--- src/rtl/vsrf_pkg.sv ---
// Shared constants and types for the video RAM serial read FIFO block
package vsrf_pkg;

  // ----------------------------------------------------------------
  // Data shapes
  // ----------------------------------------------------------------
  localparam int LANE_COUNT = 8;
  localparam int LANE_BITS = 8;
  localparam int WORD_BITS = LANE_COUNT * LANE_BITS;
  localparam int FIFO_DEPTH = 8;
  localparam int COLOUR_BITS = 8;
  localparam int OVERLAY_BITS = 4;

  // ----------------------------------------------------------------
  // Timing counts, in half-dot-clock cycles unless noted
  // ----------------------------------------------------------------
  localparam logic [2:0] FETCH_LATENCY = 3'h7;
  localparam logic [1:0] UNLOAD_LATENCY = 2'h2;
  localparam logic [2:0] DIV_LAST = 3'h4;
  localparam logic [2:0] DIV_TICK_A = 3'h0;
  localparam logic [2:0] DIV_TICK_B = 3'h2;
  localparam logic [3:0] OVERLAY_READS = 4'h4;
  localparam logic [3:0] GROUP_SKIP_SLOT = 4'hc;
  localparam logic [2:0] READ_PHASE_COLOUR_B = 3'h4;

  // ----------------------------------------------------------------
  // Types
  // ----------------------------------------------------------------
  typedef struct packed {
    logic [OVERLAY_BITS-1:0] overlay;
    logic [COLOUR_BITS-1:0] colour;
  } vsrf_pixel_t;

  typedef struct packed {
    logic [LANE_BITS-1:0] d_odd;
    logic [LANE_BITS-1:0] d_even;
    logic [LANE_BITS-1:0] c_odd;
    logic [LANE_BITS-1:0] c_even;
    logic [LANE_BITS-1:0] b_odd;
    logic [LANE_BITS-1:0] b_even;
    logic [LANE_BITS-1:0] a_odd;
    logic [LANE_BITS-1:0] a_even;
  } vsrf_lanes_t;

endpackage : vsrf_pkg

--- src/rtl/vsrf_fifo.sv ---
// Single-clock FIFO with synchronous clear and registered read data
`timescale 1ns/100ps
module vsrf_fifo
  import vsrf_pkg::*;
#(
  parameter int WIDTH = WORD_BITS,
  parameter int DEPTH = FIFO_DEPTH
) (
  input wire logic clk_sys,
  input wire logic reset_n,
  input wire logic clear,
  input wire logic wr_valid,
  input wire logic [WIDTH-1:0] wr_data,
  input wire logic rd_pop,
  output logic [WIDTH-1:0] rd_data,
  output logic [$clog2(DEPTH):0] level,
  output logic full,
  output logic empty
);

  localparam int AW = $clog2(DEPTH);

  logic [WIDTH-1:0] mem [DEPTH];
  logic [AW-1:0] wr_ptr_reg, wr_ptr_next, rd_ptr_reg, rd_ptr_next;
  logic [AW:0] level_reg, level_next;
  logic [WIDTH-1:0] rd_data_reg, rd_data_next;
  logic do_wr, do_rd;

  // ----------------------------------------------------------------
  // Next state
  // ----------------------------------------------------------------
  assign full = (level_reg == (AW+1)'(DEPTH));
  assign empty = (level_reg == '0);
  // Overfill is dropped rather than wrapping; timing must prevent it
  assign do_wr = wr_valid && !full;
  assign do_rd = rd_pop && !empty;

  // Pointer and level update
  always_comb begin
    wr_ptr_next = wr_ptr_reg;
    rd_ptr_next = rd_ptr_reg;
    level_next = level_reg;
    rd_data_next = rd_data_reg;
    if (do_wr) begin
      wr_ptr_next = wr_ptr_reg + 1'b1;
    end
    if (do_rd) begin
      rd_ptr_next = rd_ptr_reg + 1'b1;
      rd_data_next = mem[rd_ptr_reg];
    end
    if (do_wr && !do_rd) begin
      level_next = level_reg + 1'b1;
    end else if (do_rd && !do_wr) begin
      level_next = level_reg - 1'b1;
    end
    if (clear) begin
      wr_ptr_next = '0;
      rd_ptr_next = '0;
      level_next = '0;
    end
  end

  // ----------------------------------------------------------------
  // Registers
  // ----------------------------------------------------------------
  always_ff @(posedge clk_sys) begin
    if (!reset_n) begin
      wr_ptr_reg <= '0;
      rd_ptr_reg <= '0;
      level_reg <= '0;
      rd_data_reg <= '0;
    end else begin
      wr_ptr_reg <= wr_ptr_next;
      rd_ptr_reg <= rd_ptr_next;
      level_reg <= level_next;
      rd_data_reg <= rd_data_next;
    end
  end

  // Storage array, no reset needed
  always_ff @(posedge clk_sys) begin
    if (do_wr && !clear) begin
      mem[wr_ptr_reg] <= wr_data;
    end
  end

  assign rd_data = rd_data_reg;
  assign level = level_reg;

endmodule : vsrf_fifo

--- src/rtl/vsrf_top.sv ---
// Shift clock generation, fetch sequencing and pixel FIFOs for the VRAM serial read path
`timescale 1ns/100ps
// Notes on behaviour
// - Shift clock is fifth dot clock, derived internally
// - Shift clock runs only while serial gate high
// - Skip one shift pulse after 64 pixels
// - Group is 4 overlay then 8 colour reads
// - Unload gate starts draining and pixel output
// - Separate overlay and colour FIFOs, different rates
// - Each FIFO 64 bits wide, 8 deep
// - Fill levels before blanking; no full protection
// - Fetch starts 7 cycles after serial gate
// - First FIFO read 2 cycles after unload
// - Two identical shift clock outputs
// - Active low reset initialises all state except FIFO storage
// - Two 12-bit pixel ports, per half-dot clock
// - Colour FIFO covers overlay fetch time
// - Eight 8-bit VRAM lanes feed the FIFOs
// - Lanes captured on the sent shift clock
// - Stream: overlay 4 bpp, then colour 8 bpp
module vsrf_top
  import vsrf_pkg::*;
(
  input wire logic clk_sys,
  input wire logic reset_n,
  input wire logic serial_read_gate,
  input wire logic fifo_unload_gate,
  input wire logic [LANE_BITS-1:0] vram_lane_a_even,
  input wire logic [LANE_BITS-1:0] vram_lane_a_odd,
  input wire logic [LANE_BITS-1:0] vram_lane_b_even,
  input wire logic [LANE_BITS-1:0] vram_lane_b_odd,
  input wire logic [LANE_BITS-1:0] vram_lane_c_even,
  input wire logic [LANE_BITS-1:0] vram_lane_c_odd,
  input wire logic [LANE_BITS-1:0] vram_lane_d_even,
  input wire logic [LANE_BITS-1:0] vram_lane_d_odd,
  output logic vram_shift_clock_a,
  output logic vram_shift_clock_b,
  output vsrf_pixel_t merged_pixel_port_even,
  output vsrf_pixel_t merged_pixel_port_odd,
  output logic pixel_valid,
  output logic [3:0] overlay_level,
  output logic [3:0] colour_level
);

  typedef enum logic [1:0] {VSRF_IDLE, VSRF_LATENCY, VSRF_FETCH} vsrf_fetch_state_t;

  // Colour byte of a pixel within a 64-bit word
  function automatic logic [COLOUR_BITS-1:0] vsrf_colour_at(input logic [WORD_BITS-1:0] w, input logic [2:0] i);
    vsrf_colour_at = w[{i, 3'h0} +: COLOUR_BITS];
  endfunction : vsrf_colour_at

  // Overlay nibble of a pixel within a 64-bit word
  function automatic logic [OVERLAY_BITS-1:0] vsrf_overlay_at(input logic [WORD_BITS-1:0] w, input logic [3:0] i);
    vsrf_overlay_at = w[{i, 2'h0} +: OVERLAY_BITS];
  endfunction : vsrf_overlay_at

  // ----------------------------------------------------------------
  // Fetch side state
  // ----------------------------------------------------------------
  vsrf_fetch_state_t fstate_reg, fstate_next;
  logic [2:0] lat_reg, lat_next;
  logic [2:0] div_reg, div_next;
  logic [3:0] slot_reg, slot_next;
  logic shift_reg, shift_next;
  logic [1:0] cap_pipe_reg, cap_pipe_next;
  logic [1:0] ovl_pipe_reg, ovl_pipe_next;
  vsrf_lanes_t lanes_s1_reg, lanes_s2_reg;
  logic div_tick, slot_is_ovl;
  logic ovl_wr, col_wr;
  logic gate_off;

  assign gate_off = !serial_read_gate;
  assign div_tick = (div_reg == DIV_TICK_A) || (div_reg == DIV_TICK_B);
  assign slot_is_ovl = (slot_reg < OVERLAY_READS);

  // Sequencer, divider and group slot counter
  always_comb begin
    fstate_next = fstate_reg;
    lat_next = lat_reg;
    div_next = div_reg;
    slot_next = slot_reg;
    shift_next = 1'b0;
    unique case (fstate_reg)
      VSRF_IDLE: begin
        if (serial_read_gate) begin
          fstate_next = VSRF_LATENCY;
          lat_next = 3'h1;
        end
      end
      VSRF_LATENCY: begin
        lat_next = lat_reg + 3'h1;
        if (lat_reg == FETCH_LATENCY - 3'h1) begin
          fstate_next = VSRF_FETCH;
          div_next = '0;
          slot_next = '0;
        end
      end
      VSRF_FETCH: begin
        div_next = (div_reg == DIV_LAST) ? 3'h0 : div_reg + 3'h1;
        if (div_tick) begin
          // Skip slot withholds the pulse so the FIFOs do not creep up
          shift_next = (slot_reg != GROUP_SKIP_SLOT);
          slot_next = (slot_reg == GROUP_SKIP_SLOT) ? 4'h0 : slot_reg + 4'h1;
        end
      end
    endcase
    if (gate_off) begin
      fstate_next = VSRF_IDLE;
      lat_next = '0;
      div_next = '0;
      slot_next = '0;
      shift_next = 1'b0;
    end
  end

  // Capture pipeline tracks the shift pulse through the lane synchronisers
  always_comb begin
    cap_pipe_next = {cap_pipe_reg[0], shift_reg};
    ovl_pipe_next = ovl_pipe_reg;
    if (shift_next) begin
      ovl_pipe_next = {ovl_pipe_reg[0], slot_is_ovl};
    end else begin
      ovl_pipe_next = {ovl_pipe_reg[0], ovl_pipe_reg[0]};
    end
    if (gate_off) begin
      cap_pipe_next = '0;
      ovl_pipe_next = '0;
    end
  end

  always_ff @(posedge clk_sys) begin
    if (!reset_n) begin
      fstate_reg <= VSRF_IDLE;
      lat_reg <= '0;
      div_reg <= '0;
      slot_reg <= '0;
      shift_reg <= 1'b0;
      cap_pipe_reg <= '0;
      ovl_pipe_reg <= '0;
    end else begin
      fstate_reg <= fstate_next;
      lat_reg <= lat_next;
      div_reg <= div_next;
      slot_reg <= slot_next;
      shift_reg <= shift_next;
      cap_pipe_reg <= cap_pipe_next;
      ovl_pipe_reg <= ovl_pipe_next;
    end
  end

  // Two-flop synchronisers on the lane pins
  always_ff @(posedge clk_sys) begin
    if (!reset_n) begin
      lanes_s1_reg <= '0;
      lanes_s2_reg <= '0;
    end else begin
      lanes_s1_reg <= {vram_lane_d_odd, vram_lane_d_even, vram_lane_c_odd, vram_lane_c_even,
                       vram_lane_b_odd, vram_lane_b_even, vram_lane_a_odd, vram_lane_a_even};
      lanes_s2_reg <= lanes_s1_reg;
    end
  end

  // Same pulse that went to the VRAMs, delayed through the synchroniser
  assign ovl_wr = cap_pipe_reg[1] && ovl_pipe_reg[1];
  assign col_wr = cap_pipe_reg[1] && !ovl_pipe_reg[1];
  assign vram_shift_clock_a = shift_reg;
  assign vram_shift_clock_b = shift_reg;

  // ----------------------------------------------------------------
  // Unload side state
  // ----------------------------------------------------------------
  logic [1:0] ulat_reg, ulat_next;
  logic reading_reg, reading_next;
  logic [2:0] rphase_reg, rphase_next;
  logic [2:0] ophase_reg, ophase_next;
  logic ovalid_reg, ovalid_next;
  // Output valid trails read data by one stage, in step with the merge registers
  logic outv_reg, outv_next;
  vsrf_pixel_t even_reg, even_next, odd_reg, odd_next;
  logic ovl_pop, col_pop;
  logic [WORD_BITS-1:0] ovl_word, col_word;
  logic [3:0] ovl_idx;

  assign ovl_pop = reading_reg && (rphase_reg == 3'h0);
  assign col_pop = reading_reg && ((rphase_reg == 3'h0) || (rphase_reg == READ_PHASE_COLOUR_B));
  assign ovl_idx = {ophase_reg, 1'b0};

  // Unload delay, read phase and merge of colour with overlay
  always_comb begin
    ulat_next = ulat_reg;
    reading_next = reading_reg;
    rphase_next = reading_reg ? rphase_reg + 3'h1 : 3'h0;
    ophase_next = rphase_reg;
    ovalid_next = reading_reg;
    outv_next = ovalid_reg;
    even_next = even_reg;
    odd_next = odd_reg;
    if (fifo_unload_gate && !reading_reg) begin
      ulat_next = ulat_reg + 2'h1;
      if (ulat_reg == UNLOAD_LATENCY - 2'h1) begin
        reading_next = 1'b1;
      end
    end
    if (ovalid_reg) begin
      even_next.colour = vsrf_colour_at(col_word, {ophase_reg[1:0], 1'b0});
      even_next.overlay = vsrf_overlay_at(ovl_word, ovl_idx);
      odd_next.colour = vsrf_colour_at(col_word, {ophase_reg[1:0], 1'b1});
      odd_next.overlay = vsrf_overlay_at(ovl_word, ovl_idx + 4'h1);
    end
    if (!fifo_unload_gate) begin
      ulat_next = '0;
      reading_next = 1'b0;
      rphase_next = '0;
    end
  end

  always_ff @(posedge clk_sys) begin
    if (!reset_n) begin
      ulat_reg <= '0;
      reading_reg <= 1'b0;
      rphase_reg <= '0;
      ophase_reg <= '0;
      ovalid_reg <= 1'b0;
      outv_reg <= 1'b0;
      even_reg <= '0;
      odd_reg <= '0;
    end else begin
      ulat_reg <= ulat_next;
      reading_reg <= reading_next;
      rphase_reg <= rphase_next;
      ophase_reg <= ophase_next;
      ovalid_reg <= ovalid_next;
      outv_reg <= outv_next;
      even_reg <= even_next;
      odd_reg <= odd_next;
    end
  end

  assign merged_pixel_port_even = even_reg;
  assign merged_pixel_port_odd = odd_reg;
  assign pixel_valid = outv_reg && fifo_unload_gate;

  // ----------------------------------------------------------------
  // FIFOs; fill levels rely on the controller timing alone
  // ----------------------------------------------------------------
  vsrf_fifo #(.WIDTH(WORD_BITS), .DEPTH(FIFO_DEPTH)) u_overlay_fifo (
    .clk_sys(clk_sys),
    .reset_n(reset_n),
    .clear(gate_off),
    .wr_valid(ovl_wr),
    .wr_data(lanes_s2_reg),
    .rd_pop(ovl_pop),
    .rd_data(ovl_word),
    .level(overlay_level),
    .full(),
    .empty()
  );

  // Colour FIFO deep enough to bridge the overlay fetch
  vsrf_fifo #(.WIDTH(WORD_BITS), .DEPTH(FIFO_DEPTH)) u_colour_fifo (
    .clk_sys(clk_sys),
    .reset_n(reset_n),
    .clear(gate_off),
    .wr_valid(col_wr),
    .wr_data(lanes_s2_reg),
    .rd_pop(col_pop),
    .rd_data(col_word),
    .level(colour_level),
    .full(),
    .empty()
  );

endmodule : vsrf_top

--- config.mk ---
export PLATFORM = sky130hd
export DESIGN_NAME = vsrf_top
export DESIGN_NICKNAME = d
export VERILOG_FILES = /design/src/rtl/vsrf_pkg.sv /design/src/rtl/vsrf_fifo.sv /design/src/rtl/vsrf_top.sv
export SDC_FILE = /design/constraint.sdc
export NUM_CORES = 1
export LEC_CHECK = 0
export CORE_UTILIZATION = 25
export DETAILED_ROUTE_END_ITERATION = 7
export DONT_BUFFER_PORTS = 1
export PLACE_DENSITY = 0.45
export SLEW_MARGIN = 20
export SYNTH_ARGS = -nofsm -noshare
export SYNTH_HDL_FRONTEND = slang
export SYNTH_SLANG_ARGS = --single-unit
--- constraint.sdc ---
create_clock -name clk_sys -period 6.5 [get_ports clk_sys]
set_input_delay 0.65 -clock clk_sys [delete_from_list [all_inputs] [get_ports clk_sys]]
set_output_delay 0.65 -clock clk_sys [all_outputs]
set_load 0.005 [all_outputs]
# ---- After elaboration in Yosys (flattened, before gate mapping)
# Memory sizes are Yosys's and may differ from the RTL's. A register that Yosys moved wholly into a read port is not among the register bits.
# Index checks and enable logic that the tools add are counted.
dict set report totals {
  regBits 200
  ramBits 1024
  input_bits 68
  mem_count 2
}
dict set report op_classes {
  add_sub_neg 14
  n_lt_le_gt_ge 1
  eq_ne 13
  shift 4
  muxes 21
  n_reduce_logical 46
}
# memory words word_bits rd rd_clocked_by_memory_dff wr line
set mem_list {}
lappend mem_list {u_colour_fifo.mem 8 64 1 1 1 vsrf_fifo.sv:23} ;# logic [WIDTH-1:0] mem [DEPTH];
lappend mem_list {u_overlay_fifo.mem 8 64 1 1 1 vsrf_fifo.sv:23}
# op count
set op_table {}
lappend op_table {{$shiftx 64x7->4} 2}
lappend op_table {{$shiftx 64x7->8} 2}
lappend op_table {{$mux 4} 7}
lappend op_table {{$add 3x1->3 const B} 7}
lappend op_table {{$add 4x1->4 const B} 4}
lappend op_table {{$logic_and 1x1->1} 16}
lappend op_table {{$eq 4x4->1 const B} 3}
lappend op_table {{$logic_not 1->1} 12}
lappend op_table {{$pmux 3 s2} 2}
lappend op_table {{$reduce_and 2->1} 5}
lappend op_table {{$eq 3x3->1 const B} 3}
lappend op_table {{$logic_not 4->1} 2}
lappend op_table {{$pmux 4 s2} 1}
lappend op_table {{$reduce_bool 2->1} 4}
lappend op_table {{$sub 4x1->4 const B} 2}
lappend op_table {{$mux 1} 7}
lappend op_table {{$logic_not 3->1} 2}
lappend op_table {{$mux 3} 2}
lappend op_table {{$reduce_and 3->1} 2}
lappend op_table {{$eq 2x1->1 const B} 2}
lappend op_table {{$lt 4x3->1 const B} 1}
lappend op_table {{$ne 2x2->1 const B} 2}
lappend op_table {{$ne 4x4->1 const B} 1}
lappend op_table {{$pmux 2 s2} 1}
lappend op_table {{6 further kinds} 7}

# ---- Depth between registers and ports, before layout
dict set report depth {
  ltp_word 7
  ltp_mapped 13
  depth_no_buf 12
}

# ---- Modules after synthesis
# From an unflattened synthesis, not the netlist that was laid out.
dict set report unflattened {
  hier_cells 2605
  hier_area_um2 49221.0
}
# module instances cells_per_inst area_each_um2
set modules_own_cells {}
lappend modules_own_cells {vsrf_fifo 2 1024 21430.6}
lappend modules_own_cells {vsrf_top 1 557 6359.8}

# ---- Worst setup path after synthesis
# OpenSTA, ideal clock, no wires.
dict set report synth_path {
  path_type {register -> register}
  from {register u_colour_fifo.level_reg[0] (netlist: u_colour_fifo.level[0])}
  to {memory u_colour_fifo.mem[0][0] (netlist bit), enable pin}
  setup_ns 0.565
  arrival_time_ns 5.449
  path_slack_ns 0.486
  stages_incl_launch_ff 5
  period_less_slack_ns 6.014
  cell_sequence {dfxtp_1 -> nor3_1 -> a21oi_1 -> nand2b_1 -> nor3_1}
}
dict set report synth_between {
  elab_chain_cells 6
}
# element line
set synth_lines {}
lappend synth_lines {{start: declaration} vsrf_fifo.sv:25} ;# logic [AW:0] level_reg, level_next;
lappend synth_lines {{start signal: assignment} vsrf_fifo.sv:75} ;# level_reg <= level_next;
lappend synth_lines {{$eq 4x4->1} vsrf_fifo.sv:32} ;# assign full = (level_reg == (AW+1)'(DEPTH));
lappend synth_lines {{$logic_not 1->1} vsrf_fifo.sv:35} ;# assign do_wr = wr_valid && !full;
lappend synth_lines {{$logic_and 1x1->1} vsrf_fifo.sv:35}
lappend synth_lines {{named net u_colour_fifo.do_wr} vsrf_fifo.sv:27} ;# logic do_wr, do_rd;
lappend synth_lines {{$logic_and 1x1->1} vsrf_fifo.sv:82} ;# if (do_wr && !clear) begin
lappend synth_lines {{$mux 1} vsrf_fifo.sv:82}
lappend synth_lines {{$mux 1 (implied by the code)} vsrf_fifo.sv:83} ;# mem[wr_ptr_reg] <= wr_data;
lappend synth_lines {{end: declaration} vsrf_fifo.sv:23}
# The timed path passes the listed nets, and every way through them passes these cells.

# ---- Worst setup path after layout
dict set report layout_path {
  from {register u_overlay_fifo.level_reg[0] (netlist: u_overlay_fifo.level[0])}
  to {memory u_overlay_fifo.mem[6][63] (netlist bit), enable pin}
}
dict set report layout_between {
  elab_chain_cells 6
}
# element line
set layout_lines {}
lappend layout_lines {{start: declaration} vsrf_fifo.sv:25}
lappend layout_lines {{start signal: assignment} vsrf_fifo.sv:75}
lappend layout_lines {{$eq 4x4->1} vsrf_fifo.sv:32}
lappend layout_lines {{$logic_not 1->1} vsrf_fifo.sv:35}
lappend layout_lines {{$logic_and 1x1->1} vsrf_fifo.sv:35}
lappend layout_lines {{named net u_overlay_fifo.do_wr} vsrf_fifo.sv:27}
lappend layout_lines {{$logic_and 1x1->1} vsrf_fifo.sv:82}
lappend layout_lines {{$mux 1} vsrf_fifo.sv:82}
lappend layout_lines {{$mux 1 (implied by the code)} vsrf_fifo.sv:83}
lappend layout_lines {{end: declaration} vsrf_fifo.sv:23}
# The timed path passes the listed nets, and every way through them passes these cells.

==> metrics <==
Initial Util=25.2%; crit path DAT=approximately 3.9 ns; Switch Pwr=3.61 mW; CTS resizes=0; asr flop ratio synth=0%; wirelength, routed=129 mm; final-layout fill cell count=a little under 20000; VDD IR max=slightly above 0.0002 V; Global Route Usage Sum=13.0%; drt drc=0; Clk pwr share=between 40 and 50%; Placed Area=0.0522 mm2; switch share=between 20% and 30%; IO buf count=0; crit path launch type=flop; Placer Congestion=0.761; vias in the first global route=between 20000 and 25000; initial antenna violation count=10; Die Y=445 um; GR Overflow Total=0; synthesis-to-finish area growth=17.7%; Rel. slew slack=26.2%; DP HPWL=~75 mm; Mean Syn Cell Area=between 15 and 20 um2; CTS Buffer Depth=3; DR iter-0 viols=1754; Ant. Diodes=0; Pint=14.2 mW; Fin. Hold Viols=0; Design Area, Final=0.0578 mm2; highest-count cells in the layout ignoring fill and taps=edfxtp_1 (1024), dfxtp_1 (322), mux4_2 (288), nor2_1 (173), clkbuf_16 (151); io pins=103; register area share after synthesis=76.0%; first-pass GRT wire length=186 mm; Flop pwr share=52.6%; Hold WS=around 0.058 ns; post-synthesis net count=2667; most common cell after layout, fill and taps aside=edfxtp_1; WP data required=6.91 ns; PwrDens=308 mW/mm2; FF+latch count, synth=about 1400; main flop type after synthesis=edfxtp_1; Die Span X=445 um; period utilisation layout=a little over half; Vias=23900; Post-synth EDFFs=1024; post-route setup TNS=0 ns; clock period minus worst slack=between 3 and 4 ns; CTS HTree Levels=4; Clock Skew=0.0229 ns; core area=slightly below 0.2 mm2; Slew Limit Fails=0; CTS Hold Bufs=slightly below 70; row cnt=approximately 160; Setup violations, final=0; Post-DRT Antenna Nets=0; full die area=0.198 mm2; final net count=2792; Vias per Instance=4.37; Post-CTS Setup Repair Bufs=0; post-synthesis cell count=2577; measured slew at the worst slew-check pin=1.11 ns; YS warnings=0; RSZ-0062 raised after global routing=no; combinational power share=0.5%; max cap viols=0; worst-skew pair later-pin latency=0.79 ns; CTS tree=built; largest registers=u_colour_fifo.mem: 512 flops, u_overlay_fifo.mem: 512 flops; maximum clock frequency=286 MHz; layout cells sized above 1=20.8%; drt pass-1 iters=5; largest net degree at the start of global routing=292; CTS Buf Count=150; outcome=complete, no violations; CP Capture Type=flop; Max FO, Critical Path=26; Wirelength per Cell=23.7 um; worst hold path type=in2reg; CTS Sinks=1352; Leak=18.1 nW; CTS Root Cell=clkbuf_16; Crit Path Category=reg2reg; Distinct cells, synth=49; Clock transition at path regs=roughly 0.06 ns; netlist area before placement=~0.049 mm2
==> final timing paths <==
path | from | to | slack [ns] | depth (start not counted)
max | u_overlay_fifo.level[0] | u_overlay_fifo.mem[6][63] | 3.01 | 5
min | vram_lane_c_odd[4] | lanes_s1_reg[44] | 0.06 | 1
max reg2reg | u_overlay_fifo.level[0] | u_overlay_fifo.mem[6][63] | 3.01 | 5
min reg2reg | lanes_s1_reg[50] | lanes_s2_reg[50] | 0.43 | 1
==> critical path: stages (launching register included) <==
cell and delay [ns]:
dfxtp_1 0.49, nor3_1 0.12, a21oi_1 0.61, nand3b_1 0.43, nor2_4 0.85, buf_4 0.53
==> through the flow <==
stage | power (mW) | utilization, % | setup slack (ns) | instances
3_5_place_dp | 9.61 | 26.8 | 3.01 | 5104
5_1_grt | 18.4 | 29.6 | 2.78 | 5454
6_report | 17.8 | 29.6 | 3.01 | 5454
4_1_cts | 18.1 | 29.6 | 2.96 | 5453
3_3_place_gp | 9.61 | 26.8 | 3.01 | 5104
2_1_floorplan | 9.57 | - | 0.486 | 2577
==> cells in the mapped netlist (11+ instances only) <==
| cell | n | area [um2] |
|---|---|---|
| edfxtp_1 | 1024 | 30700 |
| dfxtp_1 | 328 | 6570 |
| mux4_2 | 288 | 6490 |
| nor2_1 | 183 | 687 |
| o22ai_1 | 137 | 857 |
| and2_1 | 136 | 851 |
| clkbuf_1 | 81 | 304 |
| o21ai_0 | 80 | 400 |
| o21ai_1 | 58 | 290 |
| buf_2 | 41 | 205 |
| mux2i_1 | 22 | 220 |
| ha_1 | 20 | 250 |
| buf_6 | 18 | 203 |
| inv_1 | 18 | 67.6 |
| nor2b_1 | 18 | 113 |
| a21oi_1 | 15 | 75.1 |
| nand2_1 | 14 | 52.6 |
| nand3_1 | 11 | 55.1 |
==> final cells by class <==
class / instances / area (um2) / area share [%]
clock buffers: 208 / 4070 / 7.05
flip-flops and latches: 1352 / 37300 / 64.6
inverters: 19 / 71.3 / 0.123
clock inverters: 72 / 783 / 1.36
multi-input cells: 1057 / 11100 / 19.1
well taps: 2624 / 3280 / 5.68
repair buffers: 122 / 1180 / 2.04
==> per-layer routing <==
layer / global-route usage [%] / routed length, um
met1: 17.4 / 57500
met2: 21.6 / 63800
met3: 2.72 / 5820
met4: 3.14 / 2220
met5: 0 / 31
==> cells by family (layout without fill, tap and decap cells) <==
group,Yosys count,in the layout,synth area share [%]
flops,1352,1352,76.0
compound gates,309,309,3.62
xor+xnor,13,13,0.232
mux,310,310,13.7
fa+ha+maj,22,22,0.591
simple gates,403,403,4.14
buf+inv,168,421,1.73
==> power by group through the flow <==
stage               Combinational (mW)  Sequential, mW  Clock (mW)
detailed placement              0.0489            9.56           0
global route                    0.0905            9.38        8.96
global placement                0.0480            9.56           0
floorplan                       0.0561            9.51           0
finish                          0.0813            9.37        8.36
CTS                             0.0841            9.38        8.62
(Power assumes the default switching activity.)
